## config.mk

```make
export PLATFORM = sky130hd
export DESIGN_NAME = cond_branch_unit
export DESIGN_NICKNAME = d
export VERILOG_FILES = /design/src/branch_target.v /design/src/cond_branch_unit.v
export VERILOG_INCLUDE_DIRS = /design/src
export SDC_FILE = /design/constraint.sdc
export NUM_CORES = 1
export LEC_CHECK = 0
export ABC_AREA = 1
export BUFFER_PORTS_ARGS = -buffer_cell sky130_fd_sc_hd__buf_4
export CELL_PAD_IN_SITES_DETAIL_PLACEMENT = 0
export CELL_PAD_IN_SITES_GLOBAL_PLACEMENT = 1
export CORE_MARGIN = 1
export CORE_UTILIZATION = 37
export DETAILED_ROUTE_END_ITERATION = 10
export PLACE_DENSITY_LB_ADDON = 0.3
export SKIP_CTS_REPAIR_TIMING = 1
export SLEW_MARGIN = 10
export SYNTH_ARGS = -nofsm -noshare
export SYNTH_HDL_FRONTEND = slang
export SYNTH_HIERARCHICAL = 1
export SYNTH_SLANG_ARGS = --single-unit
```

## constraint.sdc

```tcl
create_clock -name ref_clk_in -period 2.55 [get_ports ref_clk_in]
set_input_delay 0.1275 -clock ref_clk_in [delete_from_list [all_inputs] [get_ports ref_clk_in]]
set_output_delay 0.1275 -clock ref_clk_in [all_outputs]
set_load 0.02 [all_outputs]
```

## src/cond_branch_map.vh

```
// constants for the conditional branch unit: opcodes, fields, widths
// assumes a 32-bit instruction word and a core-supplied pc and registers
// Contract
// - decode coprocessor branches: opcode, subfield, fields
// - target is delay slot pc plus offset times four
// - false polarity branches when selected bit zero
// - true polarity branches when selected bit one
// - delay slot runs unless a likely form is not taken; redirect comes afterwards
// - likely not taken nullifies the delay slot
// - omitted selector encodes as condition bit zero
// - coprocessor disabled or absent raises exceptions
// - equality branch compares full registers, then redirects
// - likely equality decode; nullify; no exceptions
// - register zero twice means always taken
`ifndef COND_BRANCH_MAP_VH
`define COND_BRANCH_MAP_VH
// ----------------------------------------------------------------
// opcode and field layout
// ----------------------------------------------------------------
`define OPC_HI 31
`define OPC_LO 26
`define OPC_COPROC_TWO 6'h12
`define OPC_BRANCH_IF_EQUAL 6'h04
`define OPC_BRANCH_IF_EQUAL_LIKELY 6'h14
`define SUB_HI 25
`define SUB_LO 21
`define SUB_BRANCH 5'h08
`define SEL_HI 20
`define SEL_LO 18
`define NULLIFY_BIT 17
`define POLARITY_BIT 16
`define OFFSET_HI 15
`define OFFSET_LO 0
`define SRC_A_HI 25
`define SRC_A_LO 21
`define SRC_B_HI 20
`define SRC_B_LO 16
// ----------------------------------------------------------------
// target arithmetic
// ----------------------------------------------------------------
`define OFFSET_SHIFT 2
`define DELAY_SLOT_STEP 3'h4
`endif

```

## src/branch_target.v

```verilog
// branch target adder: delay slot address plus scaled offset
// assumes pc is the branch's own address, word aligned
`timescale 1ns/1ps
`include "cond_branch_map.vh"
module branch_target #(
  parameter XLEN = 64
) (
  // operands
  input wire [XLEN-1:0] branch_pc_in,
  input wire [15:0] offset_in,
  // result
  output wire [XLEN-1:0] target_out
);
  wire [17:0] shifted;
  wire [XLEN-1:0] ext;
  wire [XLEN-1:0] slot_pc;
  assign shifted = {offset_in, {`OFFSET_SHIFT{1'b0}}};
  // sign extend 18 bits to register width
  assign ext = {{(XLEN-18){shifted[17]}}, shifted};
  // relative to the delay slot, not the branch
  assign slot_pc = branch_pc_in + {{(XLEN-3){1'b0}}, `DELAY_SLOT_STEP};
  assign target_out = slot_pc + ext;
endmodule

```

## src/cond_branch_unit.v

```verilog
// conditional branch decode and execute for coproc-two and equality
// assumes the core issues one instruction per valid pulse, supplies
// register operands read in the same cycle, and honours the outputs
`timescale 1ns/1ps
`include "cond_branch_map.vh"
module cond_branch_unit #(
  parameter XLEN = 64
) (
  // clock and reset
  input wire ref_clk_in,
  input wire reset_in,
  // issue
  input wire issue_valid_in,
  input wire [31:0] instr_in,
  input wire [XLEN-1:0] pc_in,
  input wire [XLEN-1:0] source_reg_a_in,
  input wire [XLEN-1:0] source_reg_b_in,
  // coprocessor two status
  input wire [7:0] cp2_cond_in,
  input wire cp2_usable_in,
  input wire cp2_present_in,
  // results
  output wire is_branch_out,
  output reg redirect_out,
  output reg [XLEN-1:0] redirect_pc_out,
  output reg nullify_slot_out,
  output reg cp_unusable_exc_out,
  output reg reserved_instr_exc_out
);
  // ----------------------------------------------------------------
  // decode
  // ----------------------------------------------------------------
  wire [5:0] opc;
  wire is_cp2_br;
  wire is_beq;
  wire is_branch_if_equal_likely;
  wire [2:0] condition_select;
  wire nullify_delay_flag;
  wire polarity_flag;
  wire [XLEN-1:0] target;
  wire sel_bit;
  wire cond_met;
  wire likely;
  wire cp2_exc;
  wire slot_pending;
  assign opc = instr_in[`OPC_HI:`OPC_LO];
  assign is_cp2_br = (opc == `OPC_COPROC_TWO) &&
    (instr_in[`SUB_HI:`SUB_LO] == `SUB_BRANCH);
  assign is_beq = (opc == `OPC_BRANCH_IF_EQUAL);
  assign is_branch_if_equal_likely = (opc == `OPC_BRANCH_IF_EQUAL_LIKELY);
  // the short form encodes selector zero, so no special case
  assign condition_select = instr_in[`SEL_HI:`SEL_LO];
  assign nullify_delay_flag = instr_in[`NULLIFY_BIT];
  assign polarity_flag = instr_in[`POLARITY_BIT];
  assign is_branch_out = issue_valid_in && (is_cp2_br || is_beq || is_branch_if_equal_likely);

  // ----------------------------------------------------------------
  // condition bit selection
  // ----------------------------------------------------------------
  // one-hot select keeps the path a flat and-or, no shifter
  wire [7:0] sel_hot;
  wire [7:0] sel_pick;
  genvar g_sel;
  generate
    for (g_sel = 0; g_sel < 8; g_sel = g_sel + 1) begin : g_cond
      localparam [2:0] SEL_CODE = g_sel;
      assign sel_hot[g_sel] = (condition_select == SEL_CODE);
      assign sel_pick[g_sel] = sel_hot[g_sel] && cp2_cond_in[g_sel];
    end
  endgenerate
  assign sel_bit = |sel_pick;

  // ----------------------------------------------------------------
  // full-width register compare
  // ----------------------------------------------------------------
  // every bit takes part, so r0 against r0 is equal
  wire [XLEN-1:0] same_bit;
  wire regs_equal;

  genvar g_eq;
  generate
    for (g_eq = 0; g_eq < XLEN; g_eq = g_eq + 1) begin : g_cmp
      assign same_bit[g_eq] =
        (source_reg_a_in[g_eq] == source_reg_b_in[g_eq]);
    end
  endgenerate
  // one wide and of the per-bit matches
  assign regs_equal = &same_bit;

  // ----------------------------------------------------------------
  // form code: which of the six branches is issuing
  // ----------------------------------------------------------------
  // codes only name the forms; their values carry no meaning
  localparam [2:0] FORM_NONE = 3'h0;
  localparam [2:0] FORM_CP2_FALSE = 3'h1;
  localparam [2:0] FORM_CP2_FALSE_LIKELY = 3'h2;
  localparam [2:0] FORM_CP2_TRUE = 3'h3;
  localparam [2:0] FORM_CP2_TRUE_LIKELY = 3'h4;
  localparam [2:0] FORM_EQUAL = 3'h5;
  localparam [2:0] FORM_EQUAL_LIKELY = 3'h6;

  reg [2:0] form;
  reg form_cond;
  reg form_likely;

  // nullify and polarity flags pick one of four coprocessor forms
  always @* begin
    form = FORM_NONE;
    if (is_cp2_br && !nullify_delay_flag && !polarity_flag) begin
      form = FORM_CP2_FALSE;
    end else if (is_cp2_br && nullify_delay_flag && !polarity_flag) begin
      form = FORM_CP2_FALSE_LIKELY;
    end else if (is_cp2_br && !nullify_delay_flag) begin
      form = FORM_CP2_TRUE;
    end else if (is_cp2_br) begin
      form = FORM_CP2_TRUE_LIKELY;
    end else if (is_beq) begin
      form = FORM_EQUAL;
    end else if (is_branch_if_equal_likely) begin
      form = FORM_EQUAL_LIKELY;
    end
  end

  // each form names the value that takes it and whether it nullifies
  always @* begin
    form_cond = 1'b0;
    form_likely = 1'b0;
    case (form)
      FORM_CP2_FALSE: begin
        // a zero bit takes the false form
        form_cond = !sel_bit;
      end
      FORM_CP2_FALSE_LIKELY: begin
        form_cond = !sel_bit;
        form_likely = 1'b1;
      end
      FORM_CP2_TRUE: begin
        // a one bit takes the true form
        form_cond = sel_bit;
      end
      FORM_CP2_TRUE_LIKELY: begin
        form_cond = sel_bit;
        form_likely = 1'b1;
      end
      FORM_EQUAL: begin
        form_cond = regs_equal;
      end
      FORM_EQUAL_LIKELY: begin
        form_cond = regs_equal;
        form_likely = 1'b1;
      end
      default: begin
        form_cond = 1'b0;
        form_likely = 1'b0;
      end
    endcase
  end
  assign cond_met = form_cond;
  assign likely = form_likely;

  // ----------------------------------------------------------------
  // exceptions and target
  // ----------------------------------------------------------------
  // equality forms never raise, only the coprocessor form
  assign cp2_exc = is_cp2_br && (!cp2_present_in || !cp2_usable_in);
  branch_target #(
    .XLEN(XLEN)
  ) u_target (
    .branch_pc_in(pc_in),
    .offset_in(instr_in[`OFFSET_HI:`OFFSET_LO]),
    .target_out(target)
  );

  // ----------------------------------------------------------------
  // branch state carried to the delay slot cycle
  // ----------------------------------------------------------------
  // two states: no branch waiting, or a branch waiting for its slot
  localparam [0:0] ST_IDLE = 1'b0;
  localparam [0:0] ST_SLOT = 1'b1;

  reg state_ff;
  reg taken_ff;
  reg likely_ff;
  reg [XLEN-1:0] target_ff;
  reg nxt_state;
  reg nxt_taken;
  reg nxt_likely;
  reg [XLEN-1:0] nxt_target;
  wire fresh_issue;
  wire slot_issue;
  wire accept;

  // an instruction issued while a branch waits is that branch's slot
  assign slot_pending = (state_ff == ST_SLOT);
  assign fresh_issue = issue_valid_in && !slot_pending;
  assign slot_issue = issue_valid_in && slot_pending;
  // a branch that raises is not recorded and never redirects
  assign accept = fresh_issue && is_branch_out && !cp2_exc;

  // condition is sampled in the branch cycle, acted on next
  always @* begin
    nxt_state = state_ff;
    nxt_taken = taken_ff;
    nxt_likely = likely_ff;
    nxt_target = target_ff;
    case (state_ff)
      ST_IDLE: begin
        if (accept) begin
          nxt_state = ST_SLOT;
          nxt_taken = cond_met;
          nxt_likely = likely;
          nxt_target = target;
        end
      end
      ST_SLOT: begin
        // a branch in the slot is left unpredictable by software; the
        // earlier branch wins since its redirect is pending
        if (issue_valid_in) begin
          nxt_state = ST_IDLE;
        end
      end
      default: begin
        nxt_state = ST_IDLE;
      end
    endcase
  end

  always @(posedge ref_clk_in) begin
    if (reset_in) begin
      state_ff <= ST_IDLE;
    end else begin
      state_ff <= nxt_state;
    end
  end

  // the payload only matters while a branch waits for its slot
  always @(posedge ref_clk_in) begin
    if (reset_in) begin
      taken_ff <= 1'b0;
      likely_ff <= 1'b0;
      target_ff <= {XLEN{1'b0}};
    end else begin
      taken_ff <= nxt_taken;
      likely_ff <= nxt_likely;
      target_ff <= nxt_target;
    end
  end

  // ----------------------------------------------------------------
  // next values of the result pulses
  // ----------------------------------------------------------------
  // worked out here so that the output flops stay plain
  reg nxt_redirect;
  reg nxt_nullify;
  reg nxt_unusable;
  reg nxt_reserved;

  always @* begin
    nxt_redirect = 1'b0;
    nxt_nullify = 1'b0;
    // redirect only once the slot instruction has issued
    if (slot_issue && taken_ff) begin
      nxt_redirect = 1'b1;
    end else if (slot_issue && likely_ff) begin
      // likely and not taken: the slot must leave no trace
      nxt_nullify = 1'b1;
    end
  end

  // absent wins over disabled; only a real issue can raise
  always @* begin
    nxt_unusable = 1'b0;
    nxt_reserved = 1'b0;
    if (!fresh_issue || !is_cp2_br) begin
      nxt_unusable = 1'b0;
    end else if (!cp2_present_in) begin
      nxt_reserved = 1'b1;
    end else if (!cp2_usable_in) begin
      nxt_unusable = 1'b1;
    end
  end

  // ----------------------------------------------------------------
  // outputs, registered one cycle after the slot instruction issues; exceptions one cycle after the branch issues
  // ----------------------------------------------------------------
  always @(posedge ref_clk_in) begin
    if (reset_in) begin
      redirect_out <= 1'b0;
      redirect_pc_out <= {XLEN{1'b0}};
      nullify_slot_out <= 1'b0;
      cp_unusable_exc_out <= 1'b0;
      reserved_instr_exc_out <= 1'b0;
    end else begin
      redirect_out <= nxt_redirect;
      // the target stands until the next taken branch replaces it
      if (nxt_redirect) begin
        redirect_pc_out <= target_ff;
      end
      nullify_slot_out <= nxt_nullify;
      // exceptions come one cycle after the branch edge
      cp_unusable_exc_out <= nxt_unusable;
      reserved_instr_exc_out <= nxt_reserved;
    end
  end
endmodule

```

==> flow_metrics.py <==
metrics = {
    "place": {
        "io_buffers": 305,
        "dp.cells": 2898,
        "placed_area_um2": 15610,
        "dp_hpwl_um": 37120,
        "routabilityCongestion": 0.9716,
        "preCtsSetupSlack_ns": -0.2317,
    },
    "pwr": {
        "ir_drop_mv": 0.3481,
        "p_leak_nw": 9.167,
        "power_density_nw_per_um2": 455.3,
        "finalPower_mw": 7.428,
    },
    "logic_synthesis": {
        "synth_warnings": 6,
        "ys_ff_latch": 135,
        "ys_seq_area_frac": 0.2200,
        "synth_cells": 2106,
        "postSynthAreaPerCell_um2": 5.832,
        "synth_cell_type_count": 33,
        "syn_area_um2": 12280,
        "synth_fp_nets": 2465,
    },
    "final_layout": {
        "finalCoreUtilization": 0.5002,
        "fin_cells": 2939,
        "layout_commonest_cell": "nand2_1",
        "n_fill_cell": 3491,
        "drive_gt1_frac": 0.1986,
        "layout.nets": 2839,
        "fin_area_um2": 16320,
        "final_cell_mix": "682 x nand2_1, 428 x inv_1, 390 x buf_4, 158 x nor2_1, 137 x o21ai_0",
        "area_delta_synth_final_pct": 32.84,
    },
    "grt": {
        "grt_first_pass_wirelength_um": 65990,
        "grt_max_degree": 133,
        "track_usage": 0.2547,
        "overflow": 0,
        "antenna_found_initial": 4,
        "grt_pass1_vias": 12401,
    },
    "drt": {
        "wirelength_um": 43740,
        "first_pass_iters": 7,
        "num_vias": 13703,
        "ant_nets": 0,
        "drc": 0,
        "drtIter0Drc": 713,
        "viasPerCell": 4.662,
        "avgRoutedWirePerCell_um": 14.88,
    },
    "floorplan": {
        "die_area_um2": 33930,
        "start_util": 0.3765,
        "fp.dieW_um": 184.2,
        "core_area_um2": 32620,
        "num_io_pins": 306,
        "die_y_um": 184.2,
        "rows": 66,
    },
    "sta": {
        "max_freq_ghz": 0.4466,
        "fin_worst_skew_ns": 0.01122,
        "tightest_slew_ns": 0.9633,
        "drv_slew": 0,
        "period_needed_ns": 2.239,
        "setup_tns_ns": 0,
        "finalSetupViolations": 0,
        "slew_headroom": 0.3569,
        "fin_crit_sh": 0.8780,
        "hold_viol": 1,
        "rsz0062_at_grt": "no",
        "hold_slack_ns": -0.0007981,
        "setup_ws_ns": 0.3110,
    },
    "setup_path": {
        "crit_top_cell": "nand2_1",
        "crit_path_max_fanout": 40,
        "cp_top_family": "buffers and inverters",
        "cp-end-kind": "flop",
        "cp.arrival_ns": 2.60,
        "start_kind": "input pin",
        "crit_slowest_cell": "ha_1",
        "slowest_delay_ns": 0.34,
        "cp_cell_sequence": "buf_6 -> ha_1 -> ha_1 -> nand2_1 -> buf_4 -> nor2_2 -> inv_2 -> nor2_4 -> nand2_1 -> inv_1 -> nand2_1 -> nand2_1 -> xor2_1 -> buf_4 -> o21ai_0 -> a21oi_1",
        "crit_required_ns": 2.91,
        "critPathKind": "in2reg",
        "rrSetupSlack_ns": 0.85,
        "cp_num_buf_inv": 5,
    },
    "min_path": {
        "hold_class": "in2reg",
    },
    "clock_tree": {
        "h-tree-depth": 4,
        "cts_made_buffers": 17,
        "cts_tree": "yes",
        "worstSkewPairLatency_ns": 0.43,
        "clk_pin_slew_worst_paths_ns": 0.06,
        "cts-root-buf": "clkbuf_16",
        "cts_sinks": 135,
        "cts.path.max_buffers": 2,
    },
    "outcome": {
        "violations": "negative hold slack",
        "status": "complete, but fails checks",
    },
    "run": {
        "maxCapViolations": 0,
    },
}
-- registers in the layout (all words and copies together), names as in the netlist --
name                    flops
cp_unusable_exc_out         1
redirect_pc_out            64
taken_ff                    1
slot_pending                1
redirect_out                1
target_ff                  64
reserved_instr_exc_out      1
likely_ff                   1
nullify_slot_out            1
-- final timing paths --
check                start                   to  cells after the start
max reg2reg   slot_pending  redirect_pc_out[29]                      6
min reg2reg  target_ff[47]        target_ff[47]                      2
max           instr_in[15]        target_ff[34]                     16
min               pc_in[0]         target_ff[0]                      3
-- layout make-up --
class,count,area [um2],area share
inverters,444,1668,0.1022
clock inverters,15,215.2,0.01319
repair buffers,398,3029,0.1857
clock buffers,17,425.4,0.02607
diodes,4,10.01,0.0006135
flip-flops and latches,135,2703,0.1656
well taps,442,553.0,0.03390
multi-input cells,1484,7712,0.4727
-- synth_stat cells --
master | n | share of area
nor2_2 | 19 | 0.0097
nor2_4 | 5 | 0.0046
nand3_1 | 119 | 0.048
clkbuf_1 | 26 | 0.0079
fa_1 | 1 | 0.0016
ha_1 | 121 | 0.12
inv_2 | 14 | 0.0043
buf_2 | 7 | 0.0029
nor3_2 | 6 | 0.0049
a21oi_2 | 2 | 0.0014
dfxtp_1 | 135 | 0.22
a21oi_1 | 107 | 0.044
nand3b_1 | 1 | 0.00061
nor2_1 | 158 | 0.048
nand2_1 | 682 | 0.21
o21ai_0 | 137 | 0.056
and3_1 | 1 | 0.00051
buf_1 | 5 | 0.0015
buf_6 | 3 | 0.0028
xor2_1 | 37 | 0.026
nand3_2 | 9 | 0.0073
o21bai_1 | 10 | 0.0061
nor3b_1 | 1 | 0.00061
nor4_2 | 1 | 0.0010
nor4_1 | 2 | 0.0010
xnor2_1 | 13 | 0.0093
nor3_1 | 11 | 0.0045
inv_1 | 430 | 0.13
nand2_2 | 11 | 0.0056
buf_4 | 2 | 0.0012
nand3_4 | 1 | 0.0014
o21ai_1 | 13 | 0.0053
nand4_1 | 16 | 0.0082
-- cells by family (layout without fill, tap and decap cells) --
group / after synthesis / after routing / share of synthesized area
compound gates: 269 / 269 / 0.1123
xor+xnor: 50 / 50 / 0.03566
fa+ha+maj: 122 / 122 / 0.1249
buf+inv: 487 / 874 / 0.1520
flops: 135 / 135 / 0.2200
other cells: 0 / 4 / 0
simple gates: 1043 / 1043 / 0.3551
-- worst reg2reg max path, stage by stage (launching register included) --
cell	delay (ns)
dfxtp_1	0.37
inv_1	0.05
nor3_1	0.24
inv_2	0.06
nor2_1	0.14
inv_2	0.38
o21ai_0	0.36
-- metal layers --
metal	track usage	up-vias	routed length, um
li1	-	7215	-
met1	0.3232	6066	19790
met2	0.4323	370	20000
met3	0.04288	52	2725
met4	0.09000	0	1224
met5	0	-	0
-- power breakdown --
part | total (mW) | leakage, nW | switching [mW] | internal, mW
Clock | 2.68 | 0.303 | 1.02 | 1.66
Combinational | 2.62 | 7.78 | 1.53 | 1.10
Sequential | 2.13 | 1.09 | 0.00340 | 2.12
Total | 7.43 | 9.17 | 2.55 | 4.88
(Power assumes the default switching activity.)
